[src/inc/vbs_pkg.sv]
// package for the vehicle bus sleep/wake and host access block
// assumes a single 50 MHz clock shared by the cpu side and the link side
package vbs_pkg;

    // ------------------------------------------------------------
    // clock and timing
    // ------------------------------------------------------------
    localparam int CLK_MHZ        = 50;
    localparam int CMD_WINDOW_NS  = 480;   // command latch window
    localparam int FIFO_BUSY_NS   = 3800;  // fifo access disable time
    // both times round down to whole cycles
    localparam int CMD_WINDOW_CYC = (CMD_WINDOW_NS * CLK_MHZ) / 1000;
    localparam int FIFO_BUSY_CYC  = (FIFO_BUSY_NS * CLK_MHZ) / 1000;
    localparam int TMR_W          = 8;
    localparam int OSC_W          = 18;
    localparam int OSC_BASE_CYC   = 1024;  // settle wait for select 0

    // ------------------------------------------------------------
    // field positions
    // ------------------------------------------------------------
    localparam int C1_BREAK   = 0;
    localparam int C1_ABORT   = 2;
    localparam int C1_TXSTART = 3;
    localparam int C1_ERRCLR  = 4;
    localparam int C1_NOCRC   = 5;
    localparam int C1_ABORTRX = 7;
    localparam int C2_WAKE    = 0;
    localparam int C2_SLEEP   = 3;
    localparam int ST_WBUSY   = 3;
    localparam int ST_SRC_LO  = 4;
    localparam int ST_SRC_HI  = 5;
    localparam int ST_FILL_LO = 6;
    localparam int ST_FILL_HI = 7;

    // self-clearing command bits of each control register
    localparam logic [7:0] C1_AUTO_MASK = 8'h9D;
    localparam logic [7:0] C2_AUTO_MASK = 8'h09;
    localparam logic [7:0] CTL_RESET    = 8'h00;

    // ------------------------------------------------------------
    // interrupt source codes
    // ------------------------------------------------------------
    localparam logic [1:0] SRC_WAKE  = 2'h0;
    localparam logic [1:0] SRC_DONE  = 2'h1;
    localparam logic [1:0] SRC_SLEEP = 2'h2;
    localparam logic [1:0] SRC_ERR   = 2'h3;

    typedef enum logic [1:0] {
        PM_AWAKE,
        PM_SLEEP_REQ,
        PM_SLEEP,
        PM_OSC_WAIT
    } vbs_pm_type;

endpackage

[src/verilog/vbs_ctrl.sv]
// sleep/wake, standby and cpu access control of the single-wire link
// assumes the cpu strobes and link engine events share i_clk;
// only the receive pin arrives asynchronously
`timescale 1ns/1ps

// How it works
// - halt keeps link running; sleep resumes on edge
// - stop halts link, levels held
// - sleep request, idle bus outside stop gives code 10
// - sleeping rx rising edge raises wake code 00
// - pending flag high while request outstanding
// - one request enters sleep only once
// - asleep outside stop keeps link and irqs
// - after stop wake, wait settle before receiving
// - wake bit leaves sleep outside stop, source switched
// - wake interrupt only in sleep state
// - control one command bits self clear
// - control two wake and sleep self clear
// - write busy held after tx fifo write
// - fill bits read zero during rx read
// - reception error blocks link until cleared
// - irq enable gates completion and error
// - no-crc bit disables crc use
// - source flags encode interrupt cause
// - wake irq ignores enable, masked awake
// - newer source code overwrites older one
// - sleep enable only after bus idle
module vbs_ctrl
    import vbs_pkg::*;
#(
    parameter int OSC_WAIT_BASE = OSC_BASE_CYC
) (
    input  wire logic       i_clk,
    input  wire logic       i_rst,
    input  wire logic       i_ctl1_wr,
    input  wire logic [7:0] i_ctl1_wdata,
    input  wire logic       i_ctl2_wr,
    input  wire logic [7:0] i_ctl2_wdata,
    input  wire logic       i_tx_fifo_port_wr,
    input  wire logic [7:0] i_tx_fifo_port_wdata,
    input  wire logic       i_rx_fifo_port_rd,
    input  wire logic [7:0] i_rx_fifo_data,
    input  wire logic [1:0] i_rx_fill,
    input  wire logic       i_stop_mode,
    input  wire logic [2:0] i_osc_settle_select,
    input  wire logic       i_irq_enable_bit,
    input  wire logic       i_bus_rx_pin,
    input  wire logic       i_bus_idle,
    input  wire logic       i_rx_done,
    input  wire logic       i_rx_err,
    output logic [7:0]      o_control_reg_one,
    output logic [7:0]      o_control_reg_two,
    output logic [7:0]      o_status_reg_one,
    output logic            o_sleep_pending_flag,
    output logic            o_sleep_state,
    output logic            o_bus_irq,
    output logic            o_link_run,
    output logic            o_crc_enable,
    output logic            o_break_command,
    output logic            o_abort_command,
    output logic            o_tx_start_command,
    output logic            o_abort_receive_command,
    output logic            o_tx_push,
    output logic [7:0]      o_tx_data,
    output logic            o_rx_pop,
    output logic [7:0]      o_rx_data
);
    // ------------------------------------------------------------
    // declarations
    // ------------------------------------------------------------
    vbs_pm_type       pm_reg, pm_next;
    logic [7:0]       c1_pend_reg, c2_pend_reg;
    logic [7:0]       ctl1_reg, ctl2_reg;
    logic             c1_act_reg, c2_act_reg;
    logic [1:0]       src_reg, src_next;
    logic             irq_reg, irq_next;
    logic             err_reg, rx_q_reg;
    logic             wbusy_reg, rbusy_reg, run_reg;
    logic [7:0]       txd_reg, rxd_reg;
    logic             push_reg, pop_reg;
    logic [3:0]       cmd_reg;
    logic             rx_s, c1_busy, c1_exp, c2_busy, c2_exp;
    logic             tx_busy, tx_exp, rd_busy, rd_exp;
    logic             osc_busy, osc_exp;
    logic [OSC_W-1:0] osc_count;
    logic             rx_rise, quiet, ev_done, ev_err, ev_sleep_en;
    logic             ev_wake, wake_cmd, sleep_cmd, errclr;

    vbs_sync2 u_rx_sync (
        .i_clk   (i_clk),
        .i_rst   (i_rst),
        .i_async (i_bus_rx_pin),
        .o_sync  (rx_s)
    );

    // ------------------------------------------------------------
    // command windows: a second write inside one overwrites
    // ------------------------------------------------------------
    vbs_timer #(.W(TMR_W)) u_c1_win (
        .i_clk(i_clk), .i_rst(i_rst), .i_load(i_ctl1_wr),
        .i_count(TMR_W'(CMD_WINDOW_CYC)),
        .o_busy(c1_busy), .o_expire(c1_exp)
    );
    vbs_timer #(.W(TMR_W)) u_c2_win (
        .i_clk(i_clk), .i_rst(i_rst), .i_load(i_ctl2_wr),
        .i_count(TMR_W'(CMD_WINDOW_CYC)),
        .o_busy(c2_busy), .o_expire(c2_exp)
    );
    vbs_timer #(.W(TMR_W)) u_tx_win (
        .i_clk(i_clk), .i_rst(i_rst), .i_load(i_tx_fifo_port_wr),
        .i_count(TMR_W'(FIFO_BUSY_CYC)),
        .o_busy(tx_busy), .o_expire(tx_exp)
    );
    vbs_timer #(.W(TMR_W)) u_rd_win (
        .i_clk(i_clk), .i_rst(i_rst), .i_load(i_rx_fifo_port_rd),
        .i_count(TMR_W'(FIFO_BUSY_CYC)),
        .o_busy(rd_busy), .o_expire(rd_exp)
    );
    vbs_timer #(.W(OSC_W)) u_osc_win (
        .i_clk(i_clk), .i_rst(i_rst), .i_load(ev_wake && i_stop_mode),
        .i_count(osc_count),
        .o_busy(osc_busy), .o_expire(osc_exp)
    );

    // ------------------------------------------------------------
    // event decode
    // ------------------------------------------------------------
    assign osc_count = OSC_W'(OSC_WAIT_BASE) << i_osc_settle_select;
    assign rx_rise   = rx_s && !rx_q_reg;
    // stop and the settle wait block rx events, sleep enable and run, but not the wake edge
    assign quiet     = i_stop_mode || pm_reg == PM_OSC_WAIT;
    assign ev_done   = i_rx_done && !quiet && i_irq_enable_bit;
    assign ev_err    = i_rx_err && !quiet && i_irq_enable_bit;
    assign ev_sleep_en = pm_reg == PM_SLEEP_REQ && i_bus_idle && !quiet;
    assign ev_wake   = pm_reg == PM_SLEEP && rx_rise;
    assign sleep_cmd = c2_act_reg && ctl2_reg[C2_SLEEP];
    assign wake_cmd  = c2_act_reg && ctl2_reg[C2_WAKE] && !i_stop_mode;
    assign errclr    = c1_act_reg && ctl1_reg[C1_ERRCLR];

    // ------------------------------------------------------------
    // sleep state machine
    // ------------------------------------------------------------
    always_comb begin
        pm_next = pm_reg;
        case (pm_reg)
            PM_AWAKE: begin
                if (sleep_cmd) begin
                    pm_next = PM_SLEEP_REQ;
                end
            end
            PM_SLEEP_REQ: begin
                if (wake_cmd) begin
                    pm_next = PM_AWAKE;
                end else if (ev_sleep_en) begin
                    pm_next = PM_SLEEP;
                end
            end
            PM_SLEEP: begin
                if (ev_wake && i_stop_mode) begin
                    pm_next = PM_OSC_WAIT;
                end else if (ev_wake || wake_cmd) begin
                    pm_next = PM_AWAKE;
                end
            end
            PM_OSC_WAIT: begin
                if (osc_exp) begin
                    pm_next = PM_AWAKE;
                end
            end
            default: pm_next = PM_AWAKE;
        endcase
    end

    // ------------------------------------------------------------
    // interrupt source and request
    // ------------------------------------------------------------
    // later causes overwrite; error outranks simultaneous causes
    always_comb begin
        src_next = src_reg;
        irq_next = 1'b1;
        if (ev_err) begin
            src_next = SRC_ERR;
        end else if (ev_done) begin
            src_next = SRC_DONE;
        end else if (ev_sleep_en) begin
            src_next = SRC_SLEEP;
        end else if (ev_wake) begin
            src_next = SRC_WAKE;
        end else begin
            irq_next = 1'b0;
            if (wake_cmd && pm_reg == PM_SLEEP) begin
                src_next = SRC_WAKE; // switched without a request
            end
        end
    end

    // ------------------------------------------------------------
    // control registers with latch-then-act command bits
    // ------------------------------------------------------------
    // latch then act
    always_ff @(posedge i_clk or posedge i_rst) begin
        if (i_rst) begin
            c1_pend_reg <= CTL_RESET;
            c2_pend_reg <= CTL_RESET;
            ctl1_reg    <= CTL_RESET;
            ctl2_reg    <= CTL_RESET;
            c1_act_reg  <= 1'b0;
            c2_act_reg  <= 1'b0;
        end else begin
            if (i_ctl1_wr) begin
                c1_pend_reg <= i_ctl1_wdata;
            end
            if (i_ctl2_wr) begin
                c2_pend_reg <= i_ctl2_wdata;
            end
            c1_act_reg <= c1_exp;
            c2_act_reg <= c2_exp;
            if (c1_exp) begin
                ctl1_reg <= c1_pend_reg;
            end else if (c1_act_reg) begin
                ctl1_reg <= ctl1_reg & ~C1_AUTO_MASK;
            end
            if (c2_exp) begin
                ctl2_reg <= c2_pend_reg;
            end else if (c2_act_reg) begin
                ctl2_reg <= ctl2_reg & ~C2_AUTO_MASK;
            end
        end
    end

    // ------------------------------------------------------------
    // state, error latch, fifo access windows
    // ------------------------------------------------------------
    always_ff @(posedge i_clk or posedge i_rst) begin
        if (i_rst) begin
            pm_reg    <= PM_AWAKE;
            src_reg   <= SRC_WAKE;
            irq_reg   <= 1'b0;
            err_reg   <= 1'b0;
            rx_q_reg  <= 1'b0;
            wbusy_reg <= 1'b0;
            rbusy_reg <= 1'b0;
            run_reg   <= 1'b1;
            txd_reg   <= 8'h00;
            rxd_reg   <= 8'h00;
            push_reg  <= 1'b0;
            pop_reg   <= 1'b0;
            cmd_reg   <= 4'h0;
        end else begin
            pm_reg   <= pm_next;
            src_reg  <= src_next;
            irq_reg  <= irq_next;
            rx_q_reg <= rx_s;
            // error blocks link; set wins over clear
            err_reg  <= (i_rx_err && !quiet) || (err_reg && !errclr);
            run_reg  <= !quiet && !err_reg && !(i_rx_err && !quiet);
            wbusy_reg <= i_tx_fifo_port_wr || (tx_busy && !tx_exp);
            if (i_tx_fifo_port_wr) begin
                txd_reg <= i_tx_fifo_port_wdata;
            end
            push_reg <= tx_exp;
            rbusy_reg <= i_rx_fifo_port_rd || (rd_busy && !rd_exp);
            pop_reg   <= i_rx_fifo_port_rd;
            if (rd_exp) begin
                rxd_reg <= i_rx_fifo_data;
            end
            cmd_reg <= c1_act_reg ? {ctl1_reg[C1_ABORTRX],
                                     ctl1_reg[C1_TXSTART],
                                     ctl1_reg[C1_ABORT],
                                     ctl1_reg[C1_BREAK]} : 4'h0;
        end
    end

    // ------------------------------------------------------------
    // outputs
    // ------------------------------------------------------------
    // pending flag
    assign o_sleep_pending_flag = pm_reg == PM_SLEEP_REQ;
    assign o_sleep_state     = pm_reg == PM_SLEEP;
    assign o_control_reg_one = ctl1_reg;
    assign o_control_reg_two = ctl2_reg;
    assign o_status_reg_one  = {rbusy_reg ? 2'h0 : i_rx_fill,
                                src_reg, wbusy_reg, 3'h0};
    assign o_bus_irq         = irq_reg;
    assign o_link_run        = run_reg;
    assign o_crc_enable      = !ctl1_reg[C1_NOCRC];
    assign o_break_command   = cmd_reg[0];
    assign o_abort_command   = cmd_reg[1];
    assign o_tx_start_command = cmd_reg[2];
    assign o_abort_receive_command = cmd_reg[3];
    assign o_tx_push         = push_reg;
    assign o_tx_data         = txd_reg;
    assign o_rx_pop          = pop_reg;
    assign o_rx_data         = rxd_reg;

    // ------------------------------------------------------------
    // checks
    // ------------------------------------------------------------
    a_sleep_code: assert property (@(posedge i_clk) disable iff (i_rst)
        ev_sleep_en && !ev_err && !ev_done |=> irq_reg && src_reg == 2'h2)
        else $error("sleep enable not coded 10");
    a_wake_code: assert property (@(posedge i_clk) disable iff (i_rst)
        ev_wake && !ev_err && !ev_done |=> irq_reg && src_reg == 2'h0)
        else $error("wake request not coded 00");
    a_wake_in_sleep: assert property (@(posedge i_clk) disable iff (i_rst)
        irq_reg && src_reg == 2'h0 |-> $past(pm_reg) == PM_SLEEP)
        else $error("wake irq outside sleep");
    a_pending_held: assert property (@(posedge i_clk) disable iff (i_rst)
        sleep_cmd && pm_reg == PM_AWAKE |=> o_sleep_pending_flag)
        else $error("pending flag not raised");
    a_stop_halts: assert property (@(posedge i_clk) disable iff (i_rst)
        i_stop_mode |=> !run_reg)
        else $error("link runs in stop");
    a_err_blocks: assert property (@(posedge i_clk) disable iff (i_rst)
        err_reg |=> !run_reg)
        else $error("link runs with error latched");
    a_osc_blocks: assert property (@(posedge i_clk) disable iff (i_rst)
        pm_reg == PM_OSC_WAIT |=> !run_reg)
        else $error("link runs during settle wait");
    a_wbusy_hold: assert property (@(posedge i_clk) disable iff (i_rst)
        i_tx_fifo_port_wr |=> wbusy_reg [*8])
        else $error("write busy dropped early");
    a_fill_zero: assert property (@(posedge i_clk) disable iff (i_rst)
        i_rx_fifo_port_rd |=> (o_status_reg_one[7:6] == 2'h0) [*8])
        else $error("fill bits shown during read");
    a_cmd_clear: assert property (@(posedge i_clk) disable iff (i_rst)
        c1_act_reg |=> (ctl1_reg & C1_AUTO_MASK) == 8'h00)
        else $error("command bits not cleared");
    a_ie_gate: assert property (@(posedge i_clk) disable iff (i_rst)
        !i_irq_enable_bit && !ev_sleep_en && !ev_wake |=> !irq_reg)
        else $error("irq raised while disabled");
endmodule // vbs_ctrl

[src/verilog/vbs_sync2.sv]
// two-flop synchroniser for a level arriving from a pin
// assumes the destination logic runs on i_clk
`timescale 1ns/1ps
module vbs_sync2 (
    input  wire logic i_clk,
    input  wire logic i_rst,
    input  wire logic i_async,
    output logic      o_sync
);
    logic meta_reg;

    // ------------------------------------------------------------
    // first flop feeds only the second
    // ------------------------------------------------------------
    always_ff @(posedge i_clk or posedge i_rst) begin
        if (i_rst) begin
            meta_reg <= 1'b0;
            o_sync   <= 1'b0;
        end else begin
            meta_reg <= i_async;
            o_sync   <= meta_reg;
        end
    end
endmodule // vbs_sync2

[src/verilog/vbs_timer.sv]
// reloadable down counter: busy while non-zero, flags the last cycle
// assumes load and count come from logic on the same clock
`timescale 1ns/1ps
module vbs_timer #(
    parameter int W = 8
) (
    input  wire logic         i_clk,
    input  wire logic         i_rst,
    input  wire logic         i_load,
    input  wire logic [W-1:0] i_count,
    output logic              o_busy,
    output logic              o_expire
);
    logic [W-1:0] cnt_reg;
    logic [W-1:0] cnt_next;

    // a reload restarts the window, so a late write stretches it
    assign cnt_next = i_load ? i_count :
                      (o_busy ? cnt_reg - W'(1) : cnt_reg);
    assign o_busy   = (cnt_reg != '0);
    assign o_expire = (cnt_reg == W'(1)) && !i_load;

    always_ff @(posedge i_clk or posedge i_rst) begin
        if (i_rst) begin
            cnt_reg <= '0;
        end else begin
            cnt_reg <= cnt_next;
        end
    end
endmodule // vbs_timer

[config.mk]
export PLATFORM = sky130hd
export DESIGN_NAME = vbs_ctrl
export DESIGN_NICKNAME = d
export VERILOG_FILES = /design/src/inc/vbs_pkg.sv /design/src/verilog/vbs_ctrl.sv /design/src/verilog/vbs_sync2.sv /design/src/verilog/vbs_timer.sv
export SDC_FILE = /design/constraint.sdc
export NUM_CORES = 1
export LEC_CHECK = 0
export ABC_CLOCK_PERIOD_IN_PS = 4350
export BUFFER_PORTS_ARGS = -buffer_cell sky130_fd_sc_hd__buf_2
export CAP_MARGIN = 5
export CELL_PAD_IN_SITES_DETAIL_PLACEMENT = 1
export CELL_PAD_IN_SITES_GLOBAL_PLACEMENT = 1
export CORE_MARGIN = 4
export CORE_UTILIZATION = 45
export CTS_BUF_LIST = sky130_fd_sc_hd__clkbuf_8
export DETAILED_ROUTE_END_ITERATION = 10
export GPL_ROUTABILITY_DRIVEN = 0
export PLACE_DENSITY_LB_ADDON = 0.1
export SYNTH_ARGS = -nofsm -noshare
export SYNTH_HDL_FRONTEND = slang
export SYNTH_SLANG_ARGS = --single-unit
[constraint.sdc]
create_clock -name i_clk -period 4.35 [get_ports i_clk]
set_input_delay 0.435 -clock i_clk [delete_from_list [all_inputs] [get_ports i_clk]]
set_output_delay 0.435 -clock i_clk [all_outputs]
set_load 0.05 [all_outputs]
# [Word level (Yosys, flattened, before mapping)]
# Cells that the tools add are included.
# W data, S select, Z words.
[word_totals] reg_bits=118 word_cells=136 in_bits=49 output_inout_bits=51
[op_classes] shift=1 n_eq_ne=12 mux=32 n_reduce_logical=58 add_sub_neg=5
[op_table] operator="$mux W8" count=11
[op_table] operator="$mux W18" count=2
[op_table] operator="$eq A8 B1 Y1 const B" count=4
[op_table] operator="$reduce_bool A8 Y1" count=4
[op_table] operator="$sub A8 B1 Y8 const B" count=4
[op_table] operator="$logic_and A1 B1 Y1" count=24
[op_table] operator="$mux W2" count=12
[op_table] operator="$eq A18 B1 Y1 const B" count=1
[op_table] operator="$reduce_bool A18 Y1" count=1
[op_table] operator="$shl A11 B3 Y18 const A" count=1
[op_table] operator="$sub A18 B1 Y18 const B" count=1
[op_table] operator="$logic_not A1 Y1" count=14
[op_table] operator="$reduce_bool A2 Y1" count=7
[op_table] operator="$mux W4" count=2
[op_table] operator="$pmux W2 S4" count=1
[op_table] operator="$ne A3 B1 Y1 const B" count=2
[op_table] operator="$logic_or A1 B1 Y1" count=5
[op_table] operator="$reduce_bool A5 Y1" count=1
[op_table] operator="$eq A2 B2 Y1 const B" count=2
[op_table] operator="$mux W1" count=4
[op_table] operator="$ne A2 B2 Y1 const B" count=2
[op_table] operator="$reduce_and A4 Y1" count=1
[op_table] operator="$eq A2 B1 Y1 const B" count=1
[op_table] operator="$logic_not A2 Y1" count=1

# [Longest topological paths before layout]
# Gate-level depths: netlist of run 1.
[depth] ltp_word=8 depth_mapped=7 depth_no_buf=7

# [Hierarchy]
# From an unflattened synthesis of run 1, not the netlist that was laid out.
[hier_totals] cells_unflattened=548 hier_area_um2=6067.1
[by_module_without_submodules] module="vbs_ctrl" area_each_um2=2676.3 seq_area_each_um2=1652.8 instances=1 cells_per_inst=195
[by_module_without_submodules] module="vbs_timer at u_c1_win ..." area_each_um2=543.0 seq_area_each_um2=200.2 instances=4 cells_per_inst=56
[by_module_without_submodules] module="vbs_timer at u_osc_win" area_each_um2=1164.9 seq_area_each_um2=450.4 instances=1 cells_per_inst=126
[by_module_without_submodules] module="vbs_sync2" area_each_um2=53.8 seq_area_each_um2=50.0 instances=1 cells_per_inst=3

# [Least setup slack after synthesis of run 1]
# No wires, ideal clock.
[synth_timing] path_kind="flip-flop to flip-flop" from="reg pm_reg[0]" to="reg u_osc_win.cnt_reg[12]" t_arrival_ns=2.122 period_less_slack_ns=2.259 path_slack_ns=2.091 path_stages_with_launch=6 required_ns=4.213 n_path_buf=2 setup_ns=0.137 cell_sequence="dfrtp_1 > nor2b_1 > and3_1 > clkbuf_1 > clkbuf_1 > o21ai_0"
[synth_via] elab_chain_cells=4 word_cells_on_any_way=5 cone_classes="eq/ne (1); mux (1); reduce/logical (3)"
[synth_rtl] item="start: declaration" line="vbs_ctrl.sv:71" source="vbs_pm_type pm_reg, pm_next;"
[synth_rtl] item="start signal: assignment" line="vbs_ctrl.sv:250" source="pm_reg <= pm_next;"
[synth_rtl] item="$eq A2 B2 Y1 *"
[synth_rtl] item="net o_sleep_state" line="vbs_ctrl.sv:55" source="output logic o_sleep_state,"
[synth_rtl] item="$logic_and A1 B1 Y1 *" line="vbs_ctrl.sv:135" source="assign ev_wake = pm_reg == PM_SLEEP && rx_rise;"
[synth_rtl] item="$logic_and A1 B1 Y1 *" line="vbs_ctrl.sv:120" source=".i_clk(i_clk), .i_rst(i_rst), .i_load(ev_wake && i_stop_mode),"
[synth_rtl] item="$mux W18 or $reduce_bool A2 Y1 (tied branches)"
[synth_rtl] item="end signal: assignment" line="vbs_timer.sv:27" source="cnt_reg <= cnt_next;"
[synth_rtl] item="end: declaration" line="vbs_timer.sv:14" source="logic [W-1:0] cnt_reg;"
# Mark *: on every way through the listed nets, which the timed path passes. The rest lies on a longest branch.
# A chain may end at the register's enable or synchronous reset.

# [Worst setup path in the final report of run 1]
[layout_timing] from="reg u_osc_win.cnt_reg[14]" to="reg u_osc_win.cnt_reg[11]"
[layout_via] elab_chain_cells=2
[layout_rtl] item="$reduce_bool A18 Y1" line="vbs_timer.sv:20" source="assign o_busy = (cnt_reg != '0);"
[layout_rtl] item="$reduce_bool A2 Y1 (no line)"
# No other way between the ends.

==> results.cfg, run 1 <==
[layout]
nNetsFinal = 662
largest_reg_flops = 18
nFillCells = 1336
antenna_cells = 0
drive_gt1_share_pct = 28.1
final_util_pct = 55.5
syn2layout_area_growth_pct = 19.4

[die]
start_util_pct = 46.5
die_y_um = 117
coreArea_um2 = 11600
dieArea_um2 = 13800
dieWidth_um = 117
pin_count = 100
rows = 39

[grt]
gr-total-overflow = 0
grt_antenna_before_repair = 1
grt_pass1_vias = 4361
grt_first_pass_wirelength_mm = 21.0
grt_usage_pct = 18.8
grt_max_degree = 48
gr-usage-met2_pct = 32.2
top_usage_layer = met2
use_met3_pct = 5.73
use_met1_pct = 22.3

[critical_path]
r2r_end = u_osc_win.cnt_reg[11]$_DFFE_PP0P_
crit_type = flip-flop to flip-flop
slowest_stage = nor4_2
crit_start = u_osc_win.cnt_reg[14]$_DFFE_PP0P_
cp_max_fo = 7
critPathArrivalTime_ps = 2450
crit_chain = or3_1, nor4_2, nand3_1, nand2_1, o22ai_1
r2r.worst_path.cells = 5
required_ps = 4640
r2r_setup_slack_ps = 2180
cp_top_family = simple AND/OR/NAND/NOR gates
r2r-start = u_osc_win.cnt_reg[14]$_DFFE_PP0P_
end_kind = flip-flop
slowest_delay_ps = 460
critPathLaunchType = flip-flop
crit_buf_inv = 0
cp_num_cells = 5

[clocking]
clock-sinks = 118
cts-buffers-inserted = 17
clk_pin_slew_ps = 70
root_buffer = clkbuf_8
clkLatencyLatePin_ps = 440
clk_path_buf_depth = 2
cts_tree = yes
cts.htree.levels = 4
cts_resized = 0
post_cts_buffers = 0

[detailed_routing]
drt_pass1_iterations = 5
routed_wl_mm = 12.3
avgViaCountPerCell = 5.34
drc_errors = 0
drt-initial-drc-count = 216
ant_nets = 0
num_vias = 4034
routedWlPerCell_um = 16.3

[synthesis]
yosysMostFrequentCell = dfrtp_1
ys_ff_latch = 118
synth_cell_types = 53
ys_async_sr_fraction_pct = 100
synthTopCellsByArea = dfrtp_1, mux2_2, nand2_1
syn_area_um2 = 5380
yosysTopAreaCell = dfrtp_1
yosysWarningCount = 0
ys_top_cells_by_count = dfrtp_1, nand2_1, nor2_1, mux2_2, xor2_1
synth.top_cell.area_share_pct = 54.4
synthCells = 494
synth_flop_cell = dfrtp_1
synth_edf_count = 0
syn_area_per_cell_um2 = 10.9
ys_seq_area_share_pct = 54.9

[power_and_ir_drop]
powerDensity_nw_per_um2 = 403
power.static_leakage_nw = 2.96
max-vdd-ir-drop_mv = 0.319

[sta]
skew_ps = 7.16
max_slew_margin_pct = 38.2
setup_ws_ps = 2180
min_period_ps = 2170
rsz0062_at_grt = false
drv_slew = 0
worstMarginPinSlew_ps = 903
finalSetupViolCount = 0
finalCritPeriodShare_pct = 49.8
final.setup.tns_ps = 0
fmax_mhz = 462
hold_viol = 0

[place]
hpwl_mm = 8.74
place_ws_ps = 2220
port_buffers = 96

[hold_path]
holdPathEnd = u_rx_sync.meta_reg$_DFF_PP0_
worstHoldStart = i_bus_rx_pin
hold_path.class = input port to flip-flop
min_path_cells = 1

[outcome]
status = completed

[flow_run]
drv_cap = 0
## through the flow
stage	total power, mW	instance area [um2]	instances	hold WS, ps
finish	2.59	6420	755	100
global route	2.72	6420	755	71.0
CTS	2.63	6420	755	66.6
detailed placement	1.57	5990	722	355
global placement	1.55	5990	722	360
floorplan	1.47	5390	496	331
## cell usage in the layout, fill, tap and decap left out, drive strengths merged, types with 12 or more instances in the layout
cell type / instances
xor2: 20
nand4: 12
nand2b: 13
nor2: 44
dfrtp: 117
clkbuf: 21
nand2: 51
mux2: 32
ha: 14
inv: 16
nand3: 18
nor2b: 14
a21oi: 16
o21ai: 15
buf: 98
## kinds of logic (layout without fill, tap and decap cells)
family | Yosys count | count (layout) | synth area share [%]
mux | 32 | 32 | 6.70
xor+xnor | 31 | 31 | 5.05
flops | 118 | 118 | 54.9
simple gates | 208 | 208 | 20.4
other cells | 1 | 3 | 0.0697
compound gates | 59 | 59 | 7.12
fa+ha+maj | 14 | 14 | 3.26
buf+inv | 31 | 147 | 2.44
## layout make-up
| class | count | area (um2) | share of cell area (%) |
|---|---|---|---|
| sequential | 118 | 2950 | 46.0 |
| multi-input combinational | 347 | 2300 | 35.8 |
| clock buffer | 21 | 289 | 4.50 |
| timing repair buffer | 99 | 505 | 7.87 |
| inverter | 16 | 62.6 | 0.974 |
| clock inverter | 11 | 130 | 2.03 |
| tap | 143 | 179 | 2.79 |
## where the power goes
part	internal (mW)	switching, mW	total (mW)	leakage [nW]
combinational	0.107	0.227	0.334	1.32
clock	0.618	0.426	1.04	0.224
sequential	1.16	0.0469	1.21	1.42
total	1.89	0.700	2.59	2.96
## worst max-delay path by stage
stage	endpoint	slack, ps
6_report	u_osc_win.cnt_reg[11]$_DFFE_PP0P_	2180
5_1_grt	u_osc_win.cnt_reg[11]$_DFFE_PP0P_	2000
4_1_cts	u_osc_win.cnt_reg[11]$_DFFE_PP0P_	2170
3_5_place_dp	u_osc_win.cnt_reg[11]$_DFFE_PP0P_	2220
3_3_place_gp	u_osc_win.cnt_reg[11]$_DFFE_PP0P_	2350
2_1_floorplan	c1_act_reg$_DFF_PP0_	790
## what timing repair did
item / in CTS / in global routing
endpoints found under the setup margin: 0 / 0
hold buffers: 1 / 0
hold endpoints to repair: 27 / 0
## layer usage
metal / up-vias / part of all wire, % / wire, um
met5: - / 0.098 / 12
met4: 2 / 1.3 / 158
met3: 16 / 3.6 / 448
met2: 60 / 52 / 6350
met1: 2033 / 43 / 5310
li1: 1923 / - / -
Note: power is estimated with default switching activity, not from simulation.
==> run 2, diff against run 1 <==
ABC_AREA = 1   (was unset)
ABC_CLOCK_PERIOD_IN_PS = 1900   (was 4350)
CORE_UTILIZATION = 39   (was 45)
clock period = 1.9 ns   (was 4.35 ns; I/O delays follow)
==> run 2 against run 1 <==
Fmax increased by 24%. Synthesized cell count increased by 39%. Global-route usage increased by 0.84 points. Sequential share of layout area decreased by 5.1 points. Worst setup slack got worse by 2000 ps. Sequential power increased to 2.7 times the previous value.
==> results.cfg, run 2 <==
[critical_path]
critPathLaunchType = flip-flop
crit_buf_inv = 2
end_kind = flip-flop
critPathArrivalTime_ps = 2130
cp_num_cells = 9
path_common_cell = nand2_1
r2r.worst_path.cells = 9
cp_max_fo = 13
slowest_stage = dfrtp_1
required_ps = 2270
cp_top_family = simple AND/OR/NAND/NOR gates
slowest_delay_ps = 430
crit_chain = inv_2, ha_1, nand2_2, nor2_8, nand3_4, a21oi_4, buf_12, nand2_1, nand2_1
crit_type = flip-flop to flip-flop

[sta]
drv_slew = 0
hold_viol = 0
skew_ps = 6.33
min_period_ps = 1750
fmax_mhz = 570
finalSetupViolCount = 0
worstMarginPinSlew_ps = 654
rsz0062_at_grt = false
max_slew_margin_pct = 56.4
finalCritPeriodShare_pct = 92.3
final.setup.tns_ps = 0

[power_and_ir_drop]
p_sw_share_pct = 35.6
finalPower_mw = 8.11
max-vdd-ir-drop_mv = 0.499
internal-power_mw = 5.22
p_sw_mw = 2.89
power_frac_seq_pct = 40.2
combinationalPowerShare_pct = 28.1
powerDensity_nw_per_um2 = 1120
clkPwrFrac_pct = 31.7
power.static_leakage_nw = 3.78

[detailed_routing]
drt_pass1_iterations = 4
drt-initial-drc-count = 231
num_vias = 5021
drc_errors = 0
avgViaCountPerCell = 4.89
routed_wl_mm = 15.2
ant_nets = 0
routedWlPerCell_um = 14.8

[layout]
syn2layout_area_growth_pct = 26.5
final_common_cell = nand2_1
final_cell_mix = nand2_1, dfrtp_1, buf_2
drive_gt1_share_pct = 20.7
nFillCells = 1720
nNetsFinal = 897
largest_reg_flops = 18

[die]
dieArea_um2 = 16600
start_util_pct = 40.5
die_y_um = 129
rows = 43
coreArea_um2 = 14100
dieWidth_um = 129
pin_count = 100

[place]
hpwl_mm = 10.9
port_buffers = 96

[synthesis]
ys_ff_latch = 118
ys_top_cells_by_count = nand2_1, dfrtp_1, inv_1, nor2_1, nand3_1
syn_area_um2 = 5710
synth_cell_types = 41
ys_async_sr_fraction_pct = 100
synthCells = 689
yosysTopAreaCell = dfrtp_1
synth_edf_count = 0
ys_seq_area_share_pct = 51.8
yosysMostFrequentCell = nand2_1
syn_area_per_cell_um2 = 8.28
synth.top_cell.area_share_pct = 51.3
synth_flop_cell = dfrtp_1
synthTopCellsByArea = dfrtp_1, nand2_1, inv_1
yosysWarningCount = 0

[clocking]
clk_path_buf_depth = 2
root_buffer = clkbuf_8
post_cts_buffers = 0
clkLatencyLatePin_ps = 440
clk_pin_slew_ps = 70
cts_tree = yes
cts.htree.levels = 4
cts-buffers-inserted = 17
clock-sinks = 118

[outcome]
status = completed

[grt]
grt_antenna_before_repair = 1
grt_max_degree = 119
grt_usage_pct = 19.6
gr-total-overflow = 0
grt_first_pass_wirelength_mm = 26.2
grt_pass1_vias = 5438

[hold_path]
min_path_cells = 4
hold_path.class = input port to flip-flop

[flow_run]
drv_cap = 0
[run 2: cell type report]
cell class                      instances  area (um2)  share of cell area (%)
Sequential cell                       118        2950                    40.9
Multi-Input combinational cell        485        2390                    33.2
Timing Repair Buffer                  138         911                    12.6
Clock buffer                           22         303                    4.19
Inverter                               74         282                    3.90
Tap cell                              180         225                    3.12
Clock inverter                          9         149                    2.06
Antenna cell                            1        2.50                  0.0347
[run 2: worst min-delay path, stage by stage]
cell and delay, ps:
buf_2 100, nor2_2 50, nand2_1 70, a21oi_2 50
[run 2: final timing paths]
path                                                     end  slack [ps]                        startpoint
max in group asynchronous               c1_act_reg$_DFF_PP0_         910                             i_rst
max reg2reg                 u_osc_win.cnt_reg[1]$_DFFE_PP0P_         150  u_osc_win.cnt_reg[0]$_DFFE_PP0P_
min reg2reg                       u_rx_sync.o_sync$_DFF_PP0_         350      u_rx_sync.meta_reg$_DFF_PP0_
max                         u_osc_win.cnt_reg[1]$_DFFE_PP0P_         150  u_osc_win.cnt_reg[0]$_DFFE_PP0P_
min in group asynchronous    u_tx_win.cnt_reg[4]$_DFFE_PP0P_         470                             i_rst
min                        u_osc_win.cnt_reg[13]$_DFFE_PP0P_          60            i_osc_settle_select[2]
[run 2: metal layers]
metal / global-route usage [%] / vias to the layer above / part of all wire [%]
met5: 0 / - / 0
met4: 5.99 / 0 / 1.6
li1: - / 2467 / -
met1: 25.1 / 2457 / 46
met2: 32.7 / 76 / 49
met3: 5.35 / 21 / 3.4
[run 2: cell families (layout without fill, tap and decap cells)]
logic type / after synthesis / after routing / synth area share [%]
and+or+nand+nor: 406 / 406 / 31.8
DFF: 118 / 118 / 51.8
buffers and inverters: 88 / 243 / 6.44
AOI/OAI and AO/OA: 56 / 56 / 5.96
adders and majority gates: 14 / 14 / 3.07
xor gates and xnor gates: 6 / 6 / 0.921
other: 1 / 4 / 0.0657
[run 2: stage by stage]
step	cells	worst slack [ps]	hold slack (ps)	instance area, um2	utilization, %
final	1027	147	59.3	7220	51.2
after detailed placement	959	134	327	6400	45.4
after floorplan	691	269	221	5720	-
after global routing	1027	26.2	50.1	7220	51.2
after CTS	1026	84.9	26.1	7220	51.2
after global placement	959	223	330	6400	45.4
[run 2: power groups by stage]
stage / logic, mW / clock network (mW) / registers (mW)
6_report: 2.28 / 2.57 / 3.26
5_1_grt: 2.56 / 2.76 / 3.31
4_1_cts: 2.31 / 2.65 / 3.25
3_5_place_dp: 2.22 / 0 / 3.29
3_3_place_gp: 2.15 / 0 / 3.27
2_1_floorplan: 1.45 / 0 / 3.45
[run 2: repair_timing]
item	CTS	global route
resized for setup	0	1
endpoints found under the hold margin	153	0
hold buffers	36	0
endpoints found under the setup margin	0	3
==> run 3, diff against run 2 <==
CORE_UTILIZATION = 38   (was 39)
CTS_BUF_LIST = unset   (was sky130_fd_sc_hd__clkbuf_8)
==> run 3 against run 2 <==
Register-to-register slack got worse by 40 ps. Non-clock buffer count increased by 1. Critical path depth decreased by 1. Global-route usage decreased by 0.69 points. Critical path type unchanged.
==> results.cfg, run 3 (synthesized netlist as in run 2, its figures left out) <==
[power_and_ir_drop]
max-vdd-ir-drop_mv = 0.674
powerDensity_nw_per_um2 = 1190
power.static_leakage_nw = 3.84

[clocking]
cts.htree.levels = 4
clock-sinks = 118
cts-buffers-inserted = 17
clk_path_buf_depth = 2
post_cts_buffers = 0
clk_pin_slew_ps = 50
cts_tree = yes
clkLatencyLatePin_ps = 410
root_buffer = clkbuf_16

[grt]
grt_pass1_vias = 5318
grt_usage_pct = 19.0
grt_first_pass_wirelength_mm = 25.7
grt_max_degree = 38
gr-total-overflow = 0
grt_antenna_before_repair = 0

[die]
die_y_um = 131
dieWidth_um = 131
pin_count = 100
start_util_pct = 39.0
dieArea_um2 = 17000
coreArea_um2 = 14600
rows = 44

[place]
port_buffers = 96
place_ws_ps = 140
hpwl_mm = 10.6
placed_area_um2 = 6440

[layout]
final_common_cell = nand2_1
syn2layout_area_growth_pct = 29.6
nNetsFinal = 898
antenna_cells = 0
largest_reg_flops = 18
drive_gt1_share_pct = 21.0
final_cell_area_um2 = 7400
final_cell_mix = nand2_1, dfrtp_1, buf_2

[sta]
min_period_ps = 1790
setup_ws_ps = 106
worstMarginPinSlew_ps = 528
hold_viol = 0
finalSetupViolCount = 0
rsz0062_at_grt = false
max_slew_margin_pct = 64.7
drv_slew = 0
final.setup.tns_ps = 0
finalCritPeriodShare_pct = 94.4
fmax_mhz = 558
skew_ps = 8.72

[critical_path]
end_kind = flip-flop
cp_max_fo = 15
critPathLaunchType = flip-flop
required_ps = 2240
crit_type = flip-flop to flip-flop
critPathArrivalTime_ps = 2140

[detailed_routing]
drc_errors = 0
avgViaCountPerCell = 4.87
routed_wl_mm = 14.8
maxUsedRoutingLayer = met4
wl_met1_mm = 6.57
routedWlPerCell_um = 14.4
ant_nets = 0
route.met3.wl_um = 351
drt-initial-drc-count = 194
drt_pass1_iterations = 4
num_vias = 5022
met2WireLength_mm = 7.71

[hold_path]
hold_path.class = input port to flip-flop

[flow_run]
drv_cap = 0

[outcome]
status = completed
[run 3: changes by cell type in the layout (fill, tap and decap cells not counted), moves of 2 or more]
cell        before  now
clkbuf_16        0   17
clkinvlp_4       2    4
inv_1           71   69
clkbuf_1         0    2
clkbuf_8        22    2
[run 3: final timing paths]
| check | from | depth (start not counted) | slack (ps) | to |
|---|---|---|---|---|
| max | pm_reg[1]$_DFFE_PP0P_ | 8 | 110 | pm_reg[1]$_DFFE_PP0P_ |
| min | i_ctl2_wdata[6] | 3 | 50 | c2_pend_reg[6]$_DFFE_PP0P_ |
| max reg2reg | pm_reg[1]$_DFFE_PP0P_ | 8 | 110 | pm_reg[1]$_DFFE_PP0P_ |
| min reg2reg | u_rx_sync.meta_reg$_DFF_PP0_ | 0 | 360 | u_rx_sync.o_sync$_DFF_PP0_ |
| max in group asynchronous | i_rst | 4 | 800 | u_c2_win.cnt_reg[0]$_DFFE_PP0P_ |
| min in group asynchronous | i_rst | 3 | 370 | o_tx_push$_DFF_PP0_ |
[run 3: layer usage]
layer / up-vias / global-route usage, %
met2: 66 / 32.7
li1: 2473 / -
met1: 2467 / 23.3
met3: 16 / 4.72
met5: - / 0
met4: 0 / 6.23
[run 3: cell type report]
cell class	instances	area, um2
fillers	1797	7250
flip-flops and latches	118	2950
multi-input cells	485	2390
inverters	74	282
clock inverters	11	149
clock buffers	21	460
well taps	184	230
repair buffers	139	928
[run 3: through the flow]
| stage | utilization, % | power (mW) | hold slack [ps] | instances |
|---|---|---|---|---|
| 3_5_place_dp | 44.0 | 5.51 | 254 | 965 |
| 4_1_cts | 50.5 | 8.92 | 41.3 | 1032 |
| 2_1_floorplan | - | 4.90 | 221 | 691 |
| 5_1_grt | 50.5 | 9.35 | 27.9 | 1032 |
| 6_report | 50.5 | 8.81 | 50.2 | 1032 |
| 3_3_place_gp | 44.0 | 5.42 | 246 | 965 |
[run 3: worst max-delay path: stages (launching register included)]
cell	delay, ps
dfrtp_1	450
inv_2	90
nor2_4	130
nand4_2	420
nand3_1	270
nand2_1	110
nand2_1	110
nand2_1	70
nand2_1	70
[run 3: where the power goes]
part	total [mW]	internal, mW	switching [mW]
Clock	3.27	2.13	1.14
Combinational	2.29	0.765	1.52
Sequential	3.25	2.87	0.377
[run 3: repair_timing]
item | 4_1_cts | 5_1_grt
hold endpoints to repair | 51 | 0
hold buffers | 35 | 0
setup endpoints to repair | 0 | 2
gates resized for setup | 0 | 1
